### src/offset_combiner_map.vh
// Register offsets, field positions, reset values and timing counts for the phase offset combiner.
`ifndef OFFSET_COMBINER_MAP_VH
`define OFFSET_COMBINER_MAP_VH
`define OC_ADDR_W 12
`define OC_IN_OFFS_BASE 12'h000
`define OC_CH_OFFS_BASE 12'h040
`define OC_CH_CTRL_BASE 12'h080
`define OC_CH_FREQ_BASE 12'h0c0
`define OC_CH_LFIN_BASE 12'h100
`define OC_CH_STAT_BASE 12'h140
`define OC_PPS_SHIFT 12'h180
`define OC_FILT_CTRL 12'h184
`define OC_CTRL_SEL_LSB 0
`define OC_CTRL_SRC0_LSB 4
`define OC_CTRL_SRC0_EN 8
`define OC_CTRL_SRC1_LSB 12
`define OC_CTRL_SRC1_EN 16
`define OC_CTRL_FOLLOW 20
`define OC_CTRL_COMBO 21
`define OC_CTRL_RESET 32'h00000000
`define OC_PPS_HALF_NS 32'd500000000
`define OC_CLK_HZ 100000000
`endif

### src/dpll_phase_offset_combiner.v
// Per-channel phase offset combiner with combo mode steering, reached over APB.
//
// The APB slave port and the placing of the registers are this design's own decisions.
`timescale 1ns/1ps
`include "offset_combiner_map.vh"
module dpll_phase_offset_combiner #(
  parameter NUM_IN = 4,
  parameter NUM_CH = 2,
  parameter OW = 32,
  parameter SW = 34
) (
  input wire CLK, // System clock, 100 MHz.
  input wire RSTN, // Asynchronous reset, active low.
  input wire PSEL, // APB select.
  input wire PENABLE, // APB access phase.
  input wire PWRITE, // APB write when high.
  input wire [11:0] PADDR, // APB byte address.
  input wire [31:0] PWDATA, // APB write data.
  output reg [31:0] PRDATA, // APB read data.
  output reg PREADY, // APB ready.
  output reg PSLVERR, // APB error on unmapped address.
  input wire [NUM_CH*2-1:0] ACTIVE_SEL, // Active input index per channel.
  input wire [NUM_CH*OW-1:0] PHASE_ERR, // Measured phase error per channel.
  input wire [NUM_CH-1:0] PD_UPDATE, // Detector update strobe per channel.
  input wire [NUM_CH-1:0] QL_OK, // Received quality level acceptable per channel.
  output reg [NUM_CH*SW-1:0] LF_IN, // Loop filter phase input per channel.
  output reg [NUM_CH-1:0] LF_VALID, // Loop filter input strobe per channel.
  output reg [NUM_CH*SW-1:0] FREQ_STEER, // Frequency steering per channel.
  output reg [31:0] PPS_SHIFT // Pulse-per-second phase shift in ns.
);
  // Sign-extends an offset to the sum width.
  function [SW-1:0] sext;
    input [OW-1:0] v;
    begin
      sext = {{(SW-OW){v[OW-1]}}, v};
    end
  endfunction
  // Arithmetic shift right by three, done by hand because an unsigned operand
  // anywhere in the sum would otherwise turn >>> into a logical shift.
  function [SW-1:0] asr3;
    input [SW-1:0] v;
    begin
      asr3 = {{3{v[SW-1]}}, v[SW-1:3]};
    end
  endfunction
  // Picks one channel's loop filter input as a steering source; the index wraps at the channel count.
  function [SW-1:0] lf_of;
    input [NUM_CH*SW-1:0] bus;
    input [1:0] idx;
    begin
      lf_of = bus[(idx % NUM_CH)*SW +: SW];
    end
  endfunction
  // Clamps a signed shift request to plus or minus half a second.
  function [31:0] clamp_pps;
    input [31:0] v;
    begin
      if (!v[31] && v > `OC_PPS_HALF_NS)
        clamp_pps = `OC_PPS_HALF_NS;
      else if (v[31] && (~v + 32'h00000001) > `OC_PPS_HALF_NS)
        clamp_pps = ~`OC_PPS_HALF_NS + 32'h00000001;
      else
        clamp_pps = v;
    end
  endfunction
  reg [OW-1:0] in_offs_r [0:NUM_IN-1];
  reg [OW-1:0] ch_offs_r [0:NUM_CH-1];
  reg [31:0] ch_ctrl_r [0:NUM_CH-1];
  reg [OW-1:0] ch_freq_r [0:NUM_CH-1];
  reg [SW-1:0] applied_r [0:NUM_CH-1];
  reg [SW-1:0] filt_r [0:NUM_CH-1];
  reg [1:0] sel_r [0:NUM_CH-1];
  reg [NUM_CH-1:0] switch_seen_r;
  reg [1:0] filt_ctrl_r;
  reg [SW-1:0] steer_nxt [0:NUM_CH-1];
  reg [31:0] rdata_nxt;
  reg err_nxt;
  wire wr_en;
  wire rd_en;
  integer i;
  integer j;
  integer k;
  integer m;
  integer n;
  integer p;
  // Writes land at the access edge; read data is captured at the setup edge so it stands through access.
  assign wr_en = PSEL && PENABLE && PWRITE;
  assign rd_en = PSEL && !PENABLE && !PWRITE;
  // Register writes; one offset word per input, shared by all channels.
  always @(posedge CLK or negedge RSTN)
  begin
    if (!RSTN)
    begin
      for (i = 0; i < NUM_IN; i = i + 1)
        in_offs_r[i] <= {OW{1'b0}};
      for (i = 0; i < NUM_CH; i = i + 1)
      begin
        ch_offs_r[i] <= {OW{1'b0}};
        ch_ctrl_r[i] <= `OC_CTRL_RESET;
        ch_freq_r[i] <= {OW{1'b0}};
      end
      PPS_SHIFT <= 32'h00000000;
      filt_ctrl_r <= 2'h0;
    end
    else if (wr_en)
    begin
      for (i = 0; i < NUM_IN; i = i + 1)
        if (PADDR == `OC_IN_OFFS_BASE + 4 * i)
          in_offs_r[i] <= PWDATA[OW-1:0];
      for (i = 0; i < NUM_CH; i = i + 1)
      begin
        if (PADDR == `OC_CH_OFFS_BASE + 4 * i)
          ch_offs_r[i] <= PWDATA[OW-1:0];
        if (PADDR == `OC_CH_CTRL_BASE + 4 * i)
          ch_ctrl_r[i] <= PWDATA;
        if (PADDR == `OC_CH_FREQ_BASE + 4 * i)
          ch_freq_r[i] <= PWDATA[OW-1:0];
      end
      // Out-of-range shift requests are clamped rather than refused.
      if (PADDR == `OC_PPS_SHIFT)
        PPS_SHIFT <= clamp_pps(PWDATA);
      // Only the two transient handling bits are kept.
      if (PADDR == `OC_FILT_CTRL)
        filt_ctrl_r <= PWDATA[1:0];
    end
  end
  // Offset sum per channel, recomputed every cycle so a switchover takes the new input at once.
  // The index is read straight off the pins, so a sum after a switch never mixes old and new inputs.
  always @(posedge CLK or negedge RSTN)
  begin
    if (!RSTN)
    begin
      for (k = 0; k < NUM_CH; k = k + 1)
      begin
        applied_r[k] <= {SW{1'b0}};
        sel_r[k] <= 2'h0;
      end
      switch_seen_r <= {NUM_CH{1'b0}};
    end
    else
    begin
      for (k = 0; k < NUM_CH; k = k + 1)
      begin
        // A shared input is read from the single word that every channel sees.
        sel_r[k] <= ACTIVE_SEL[k*2 +: 2];
        switch_seen_r[k] <= (sel_r[k] != ACTIVE_SEL[k*2 +: 2]);
        applied_r[k] <= sext(in_offs_r[ACTIVE_SEL[k*2 +: 2] % NUM_IN]) + sext(ch_offs_r[k]);
      end
    end
  end
  // Loop filter input: phase error plus offset, treated as a detector error.
  // Suppression reloads the smoothing state, so smoothing restarts from the offset alone.
  always @(posedge CLK or negedge RSTN)
  begin
    if (!RSTN)
    begin
      LF_IN <= {NUM_CH*SW{1'b0}};
      LF_VALID <= {NUM_CH{1'b0}};
      for (m = 0; m < NUM_CH; m = m + 1)
        filt_r[m] <= {SW{1'b0}};
    end
    else
    begin
      for (m = 0; m < NUM_CH; m = m + 1)
      begin
        LF_VALID[m] <= PD_UPDATE[m];
        if (PD_UPDATE[m])
        begin
          // Transient handling: bit 0 smooths, bit 1 drops the error when quality is low.
          if (filt_ctrl_r[1] && !QL_OK[m])
          begin
            filt_r[m] <= applied_r[m];
            LF_IN[m*SW +: SW] <= applied_r[m];
          end
          else if (filt_ctrl_r[0])
          begin
            // One eighth of the distance to the new target per update; the output lags by one update.
            filt_r[m] <= filt_r[m] + asr3(sext(PHASE_ERR[m*OW +: OW]) + applied_r[m] - filt_r[m]);
            LF_IN[m*SW +: SW] <= filt_r[m];
          end
          else
            LF_IN[m*SW +: SW] <= sext(PHASE_ERR[m*OW +: OW]) + applied_r[m];
        end
      end
    end
  end
  // Combo steering: follow mode takes one source channel's loop input alone; otherwise the software frequency word plus up to two source channels' loop inputs.
  always @*
  begin
    for (n = 0; n < NUM_CH; n = n + 1)
    begin
      steer_nxt[n] = sext(ch_freq_r[n]);
      if (ch_ctrl_r[n][`OC_CTRL_COMBO])
      begin
        if (ch_ctrl_r[n][`OC_CTRL_FOLLOW])
          steer_nxt[n] = lf_of(LF_IN, ch_ctrl_r[n][`OC_CTRL_SEL_LSB +: 2]);
        else
        begin
          if (ch_ctrl_r[n][`OC_CTRL_SRC0_EN])
            steer_nxt[n] = steer_nxt[n] + lf_of(LF_IN, ch_ctrl_r[n][`OC_CTRL_SRC0_LSB +: 2]);
          if (ch_ctrl_r[n][`OC_CTRL_SRC1_EN])
            steer_nxt[n] = steer_nxt[n] + lf_of(LF_IN, ch_ctrl_r[n][`OC_CTRL_SRC1_LSB +: 2]);
        end
      end
    end
  end
  // Steering is registered; outside follow mode a software frequency write steps it directly, and combo mode adds loop filter inputs on top.
  always @(posedge CLK or negedge RSTN)
  begin
    if (!RSTN)
      FREQ_STEER <= {NUM_CH*SW{1'b0}};
    else
    begin
      for (p = 0; p < NUM_CH; p = p + 1)
        FREQ_STEER[p*SW +: SW] <= steer_nxt[p];
    end
  end
  // Read decode; unmapped addresses answer with an error.
  always @*
  begin
    rdata_nxt = 32'h00000000;
    err_nxt = 1'b1;
    // Every match clears the error flag; the address ranges never overlap.
    for (j = 0; j < NUM_IN; j = j + 1)
      if (PADDR == `OC_IN_OFFS_BASE + 4 * j)
      begin
        rdata_nxt = in_offs_r[j];
        err_nxt = 1'b0;
      end
    for (j = 0; j < NUM_CH; j = j + 1)
    begin
      if (PADDR == `OC_CH_OFFS_BASE + 4 * j)
      begin
        rdata_nxt = ch_offs_r[j];
        err_nxt = 1'b0;
      end
      if (PADDR == `OC_CH_CTRL_BASE + 4 * j)
      begin
        rdata_nxt = ch_ctrl_r[j];
        err_nxt = 1'b0;
      end
      if (PADDR == `OC_CH_FREQ_BASE + 4 * j)
      begin
        rdata_nxt = ch_freq_r[j];
        err_nxt = 1'b0;
      end
      if (PADDR == `OC_CH_LFIN_BASE + 4 * j)
      begin
        rdata_nxt = applied_r[j][31:0];
        err_nxt = 1'b0;
      end
      if (PADDR == `OC_CH_STAT_BASE + 4 * j)
      begin
        rdata_nxt = {29'h0, switch_seen_r[j], sel_r[j]};
        err_nxt = 1'b0;
      end
    end
    if (PADDR == `OC_PPS_SHIFT)
    begin
      rdata_nxt = PPS_SHIFT;
      err_nxt = 1'b0;
    end
    if (PADDR == `OC_FILT_CTRL)
    begin
      rdata_nxt = {30'h0, filt_ctrl_r};
      err_nxt = 1'b0;
    end
  end
  // APB answer: ready in the access phase, zero wait states.
  always @(posedge CLK or negedge RSTN)
  begin
    if (!RSTN)
    begin
      PRDATA <= 32'h00000000;
      PREADY <= 1'b0;
      PSLVERR <= 1'b0;
    end
    else
    begin
      PREADY <= PSEL && !PENABLE;
      PSLVERR <= PSEL && !PENABLE && err_nxt;
      // Read data is latched once per transfer and holds until the next read.
      if (rd_en)
        PRDATA <= rdata_nxt;
    end
  end
endmodule // dpll_phase_offset_combiner

### config.mk
export PLATFORM = sky130hd
export DESIGN_NAME = dpll_phase_offset_combiner
export DESIGN_NICKNAME = d
export VERILOG_FILES = /design/src/dpll_phase_offset_combiner.v
export VERILOG_INCLUDE_DIRS = /design/src
export SDC_FILE = /design/constraint.sdc
export NUM_CORES = 2
export LEC_CHECK = 0
export BUFFER_PORTS_ARGS = -buffer_cell sky130_fd_sc_hd__buf_2
export CAP_MARGIN = 20
export CORE_MARGIN = 3
export CORE_UTILIZATION = 35
export CTS_CLUSTER_DIAMETER = 60
export CTS_CLUSTER_SIZE = 40
export DETAILED_ROUTE_END_ITERATION = 10
export PLACE_DENSITY_LB_ADDON = 0.15
export RECOVER_POWER = 100
export SLEW_MARGIN = 10
export SYNTH_ARGS = -nofsm -noshare
export SYNTH_HDL_FRONTEND = slang
export SYNTH_SLANG_ARGS = --single-unit
### constraint.sdc
create_clock -name CLK -period 7.8 [get_ports CLK]
set_clock_uncertainty 0.1 [all_clocks]
set_input_delay 1.95 -clock CLK [delete_from_list [all_inputs] [get_ports CLK]]
set_output_delay 1.95 -clock CLK [all_outputs]
set_load 0.02 [all_outputs]
==> impl_results.md <==
- Outcome: finished, violations left
- Failing checks: capacitance limit, slew limit
- Post-synthesis compound-gate area fraction: 21.9%
- Leakage: just under 30 nW
- Pwr Density: approximately 170 nW/um^2
- IO buf count: 324
- CP Class: in -> reg
- Synthesized area per cell: 9.16 um^2
- Primary FF master, synth: dfrtp_1
- Vias in the first global route: ~47000
- Sequential area share after synthesis: 32.0%
- # setup viols final: 0
- Hold Fails Final Rpt: 0
- Die height: 392 um
- Yosys cell types: 88
- Power, Total: slightly above 0.01 W
- Switch share: 33.0%
- H-Tree Depth: 3
- CTS tree: yes
- Setup ws final: 0.263 ns
- Flop pwr share: 36.0%
- Pre-CTS setup slack: -0.590 ns
- DRC Markers: 0
- F_max: ~130 MHz
- Clock-pin slew on the worst setup and hold paths: 0.07 ns
- XOR/XNOR Fraction of Synth Area: 5.17%
- First DRT Iteration DRCs: 4247
- Crit-path max cell delay: ~0.4 ns
- P_sw: 0.00340 W
- Dpl cells: 8111
- Final Max Slew Viols: 437
- HP Class: reg -> reg
- Max_cap viols: 11
- Worst-margin pin slew: 5.82 ns
- CORE AREA: 147000 um^2
- Total GRT Usage: 28.6%
- DRT antenna net count: 0
- Rel. slew slack: -288%
- Area grow syn2layout: 19.5%
- Synth area leader: dfrtp_1
- Max VDD drop: 0.000151 V
- Yosys top cell area share: 32.0%
- Comb pwr share: 21.0%
- Simple-Gate Fraction of Synth Area: 11.8%
- Root Driver: clkbuf_16
- Buffers and inverters on the worst path: 1
- Crit path top cell by count: a21o_1
- Vias: 48358
- Largest net degree at the start of global routing: 154
- First-pass GRT wire length: around 320000 um
- FF+latch area: 16700 um^2
- Nets: 6819
- Fin crit share: 96.6%
- Max clock buf depth: 3
- Clock Sinks: around 670
- Vias per cell: roughly 6
- Num rows: 140
- Num CTS Buffers: 86
- Cells after Synth: 5682
- CP Max Fanout: 3
- Area of the die: 153000 um^2
- Top post-synthesis cells by area: dfrtp_1 32%, mux2_2 11%, ha_1 9.4%
- Post-synth EDFFs: 0
- Main combinational cell family by area after synthesis: compound AO/OA/AOI/OAI gates
- Combined area of the multi-input logic cells: 34100 um^2
- Slowest CP cell: a311o_1
- Synthesized Nets: roughly 6200
- Cell area after synthesis: 52100 um^2
- Clock power frac: 43.0%
- Hpwl dp: 174000 um
- Post-DR wirelength/cell: ~27 um
- Total grt overflow: 0
- Crit path capture type: flip-flop
- Reg2Reg Setup Slack: 0.39 ns
- Synth Register Bits: 666
- Routability cong.: a little under 1
- Fin crit period: 7.54 ns
- Clk_lat worst skew: ~0.73 ns
- Ys async rst share: 100%
- Layout cells sized above 1: approximately a quarter
- Iteration count of the initial detailed-routing pass: 6
- Cell-internal power: 0.00689 W
- IO Pins: roughly 330
- DIE WIDTH: 392 um
- Initial cell density of the core: 35.5%
- Multiplexer share of the synthesized area: 15.6%
- YS warnings: 0
- RSZ-0062 raised after global routing: true
- Antenna violations before repair: 13
- Startpoint Class: input port
- Synth Area in Adders: approximately 9.8%
- Worst EP arrival: 8.01 ns
- Critical Path RT: 8.27 ns
- Routed WL: 225000 um
- Fillers: 14684
- Delay-heaviest family, CP: compound AO/OA/AOI/OAI gates
- Finished Layout Cells: 8290
- Hold Slack: 0.393 ns
==> through the flow <==
| step | instance area, um^2 | setup TNS (ns) | utilization (%) |
|---|---|---|---|
| after floorplan | 52100 | -0.0206 | - |
| after global placement | 58900 | -6.00 | 40.1 |
| after detailed placement | 58900 | -7.38 | 40.1 |
| after CTS | 62000 | 0 | 42.3 |
| after global routing | 62200 | -0.146 | 42.4 |
| final | 62200 | 0 | 42.4 |
==> final cells by class <==
type                            instances  share of cell area [%]
Inverter                              222                    1.34
Clock buffer                           89                    3.52
Tap cell                             1917                    3.85
Clock inverter                         73                    1.58
Antenna cell                            3                  0.0121
Sequential cell                       666                    26.8
Timing Repair Buffer                  823                    8.12
Multi-Input combinational cell       4497                    54.8
==> sequential cells by signal, indices dropped and copies added, names as in the netlist <==
| signal | flops |
|---|---|
| in_offs_r | 128 |
| FREQ_STEER | 68 |
| LF_IN | 68 |
| filt_r | 68 |
| applied_r | 66 |
| ch_ctrl_r | 64 |
| ch_freq_r | 64 |
| ch_offs_r | 64 |
| PPS_SHIFT | 32 |
| PRDATA | 32 |
| sel_r | 4 |
| LF_VALID | 2 |
| filt_ctrl_r | 2 |
| switch_seen_r | 2 |
| PREADY | 1 |
| PSLVERR | 1 |
==> cell usage in the layout, fill, tap and decap left out, drive strengths merged, types with 46 or more instances in the layout <==
cell type,n
mux4,64
a21o,170
and3,51
clkbuf,321
o22ai,68
a31oi,66
buf,591
o21a,65
dfrtp,666
inv,250
xor2,106
nand2b,64
xnor2,199
nor3,91
o21ai,438
o21bai,46
mux2i,83
a21oi,462
nor2,425
o211ai,54
mux2,519
nor2b,55
nand2,434
nand3,86
ha,392
a211oi,69
==> worst min-delay path, stage by stage, from the launching register on <==
cell and delay [ns]:
dfrtp_1 0.34, nand2_1 0.05, o21ai_0 0.07
==> final timing paths <==
| check | start | to | cells past startpoint |
|---|---|---|---|
| worst min-delay path | ch_ctrl_r[31]$_DFFE_PN0P_ | ch_ctrl_r[31]$_DFFE_PN0P_ | 2 |
| worst max-delay path | PHASE_ERR[4] | filt_r[67]$_DFFE_PN0P_ | 33 |
| worst max register to register | ch_ctrl_r[4]$_DFFE_PN0P_ | FREQ_STEER[67]$_DFF_PN0_ | 25 |
| worst min register to register | ch_ctrl_r[31]$_DFFE_PN0P_ | ch_ctrl_r[31]$_DFFE_PN0P_ | 2 |
| min in group asynchronous | RSTN | in_offs_r[26]$_DFFE_PN0P_ | 1 |
| max in group asynchronous | RSTN | ch_offs_r[18]$_DFFE_PN0P_ | 1 |
==> Yosys cell counts (all sizes together), types with 26 or more instances <==
| master | n |
|---|---|
| dfrtp | 666 |
| mux2 | 519 |
| a21oi | 462 |
| o21ai | 438 |
| nand2 | 434 |
| nor2 | 425 |
| ha | 392 |
| clkbuf | 266 |
| inv | 222 |
| xnor2 | 199 |
| a21o | 170 |
| xor2 | 106 |
| nor3 | 91 |
| nand3 | 86 |
| mux2i | 83 |
| a211oi | 69 |
| o22ai | 68 |
| a31oi | 66 |
| o21a | 65 |
| mux4 | 64 |
| nand2b | 64 |
| nor2b | 55 |
| o211ai | 54 |
| and3 | 51 |
| o21bai | 46 |
| a221oi | 45 |
| buf | 31 |
| and2 | 30 |
| a222oi | 29 |
| or3 | 29 |
| a221o | 26 |
==> routing by layer <==
metal  vias up  routed length (um)  global-route usage, %
li1      22271                   -                      -
met1     23998              101000                   40.7
met2      1810               96200                   42.8
met3       273               19100                   5.96
met4         6                8300                   9.88
met5         -                  41                      0
==> timing repair <==
item / 4_1_cts / 5_1_grt
hold buffers: 0 / 0
setup endpoints to repair: 0 / 19
resized for setup: 0 / 112
buffers inserted: 0 / 16
==> power groups by stage <==
stage	clock (W)	sequential, W	combinational, W
2_1_floorplan	0	0.00378	0.00120
3_3_place_gp	0	0.00376	0.00210
3_5_place_dp	0	0.00376	0.00210
4_1_cts	0.00451	0.00370	0.00212
5_1_grt	0.00465	0.00371	0.00236
6_report	0.00442	0.00371	0.00215
==> cells by family after synthesis <==
group,Yosys count
xor+xnor,306
fa+ha+maj,402
compound gates,1771
buf+inv,519
flops,666
mux,666
simple gates,1352
(Power assumes the default switching activity.)
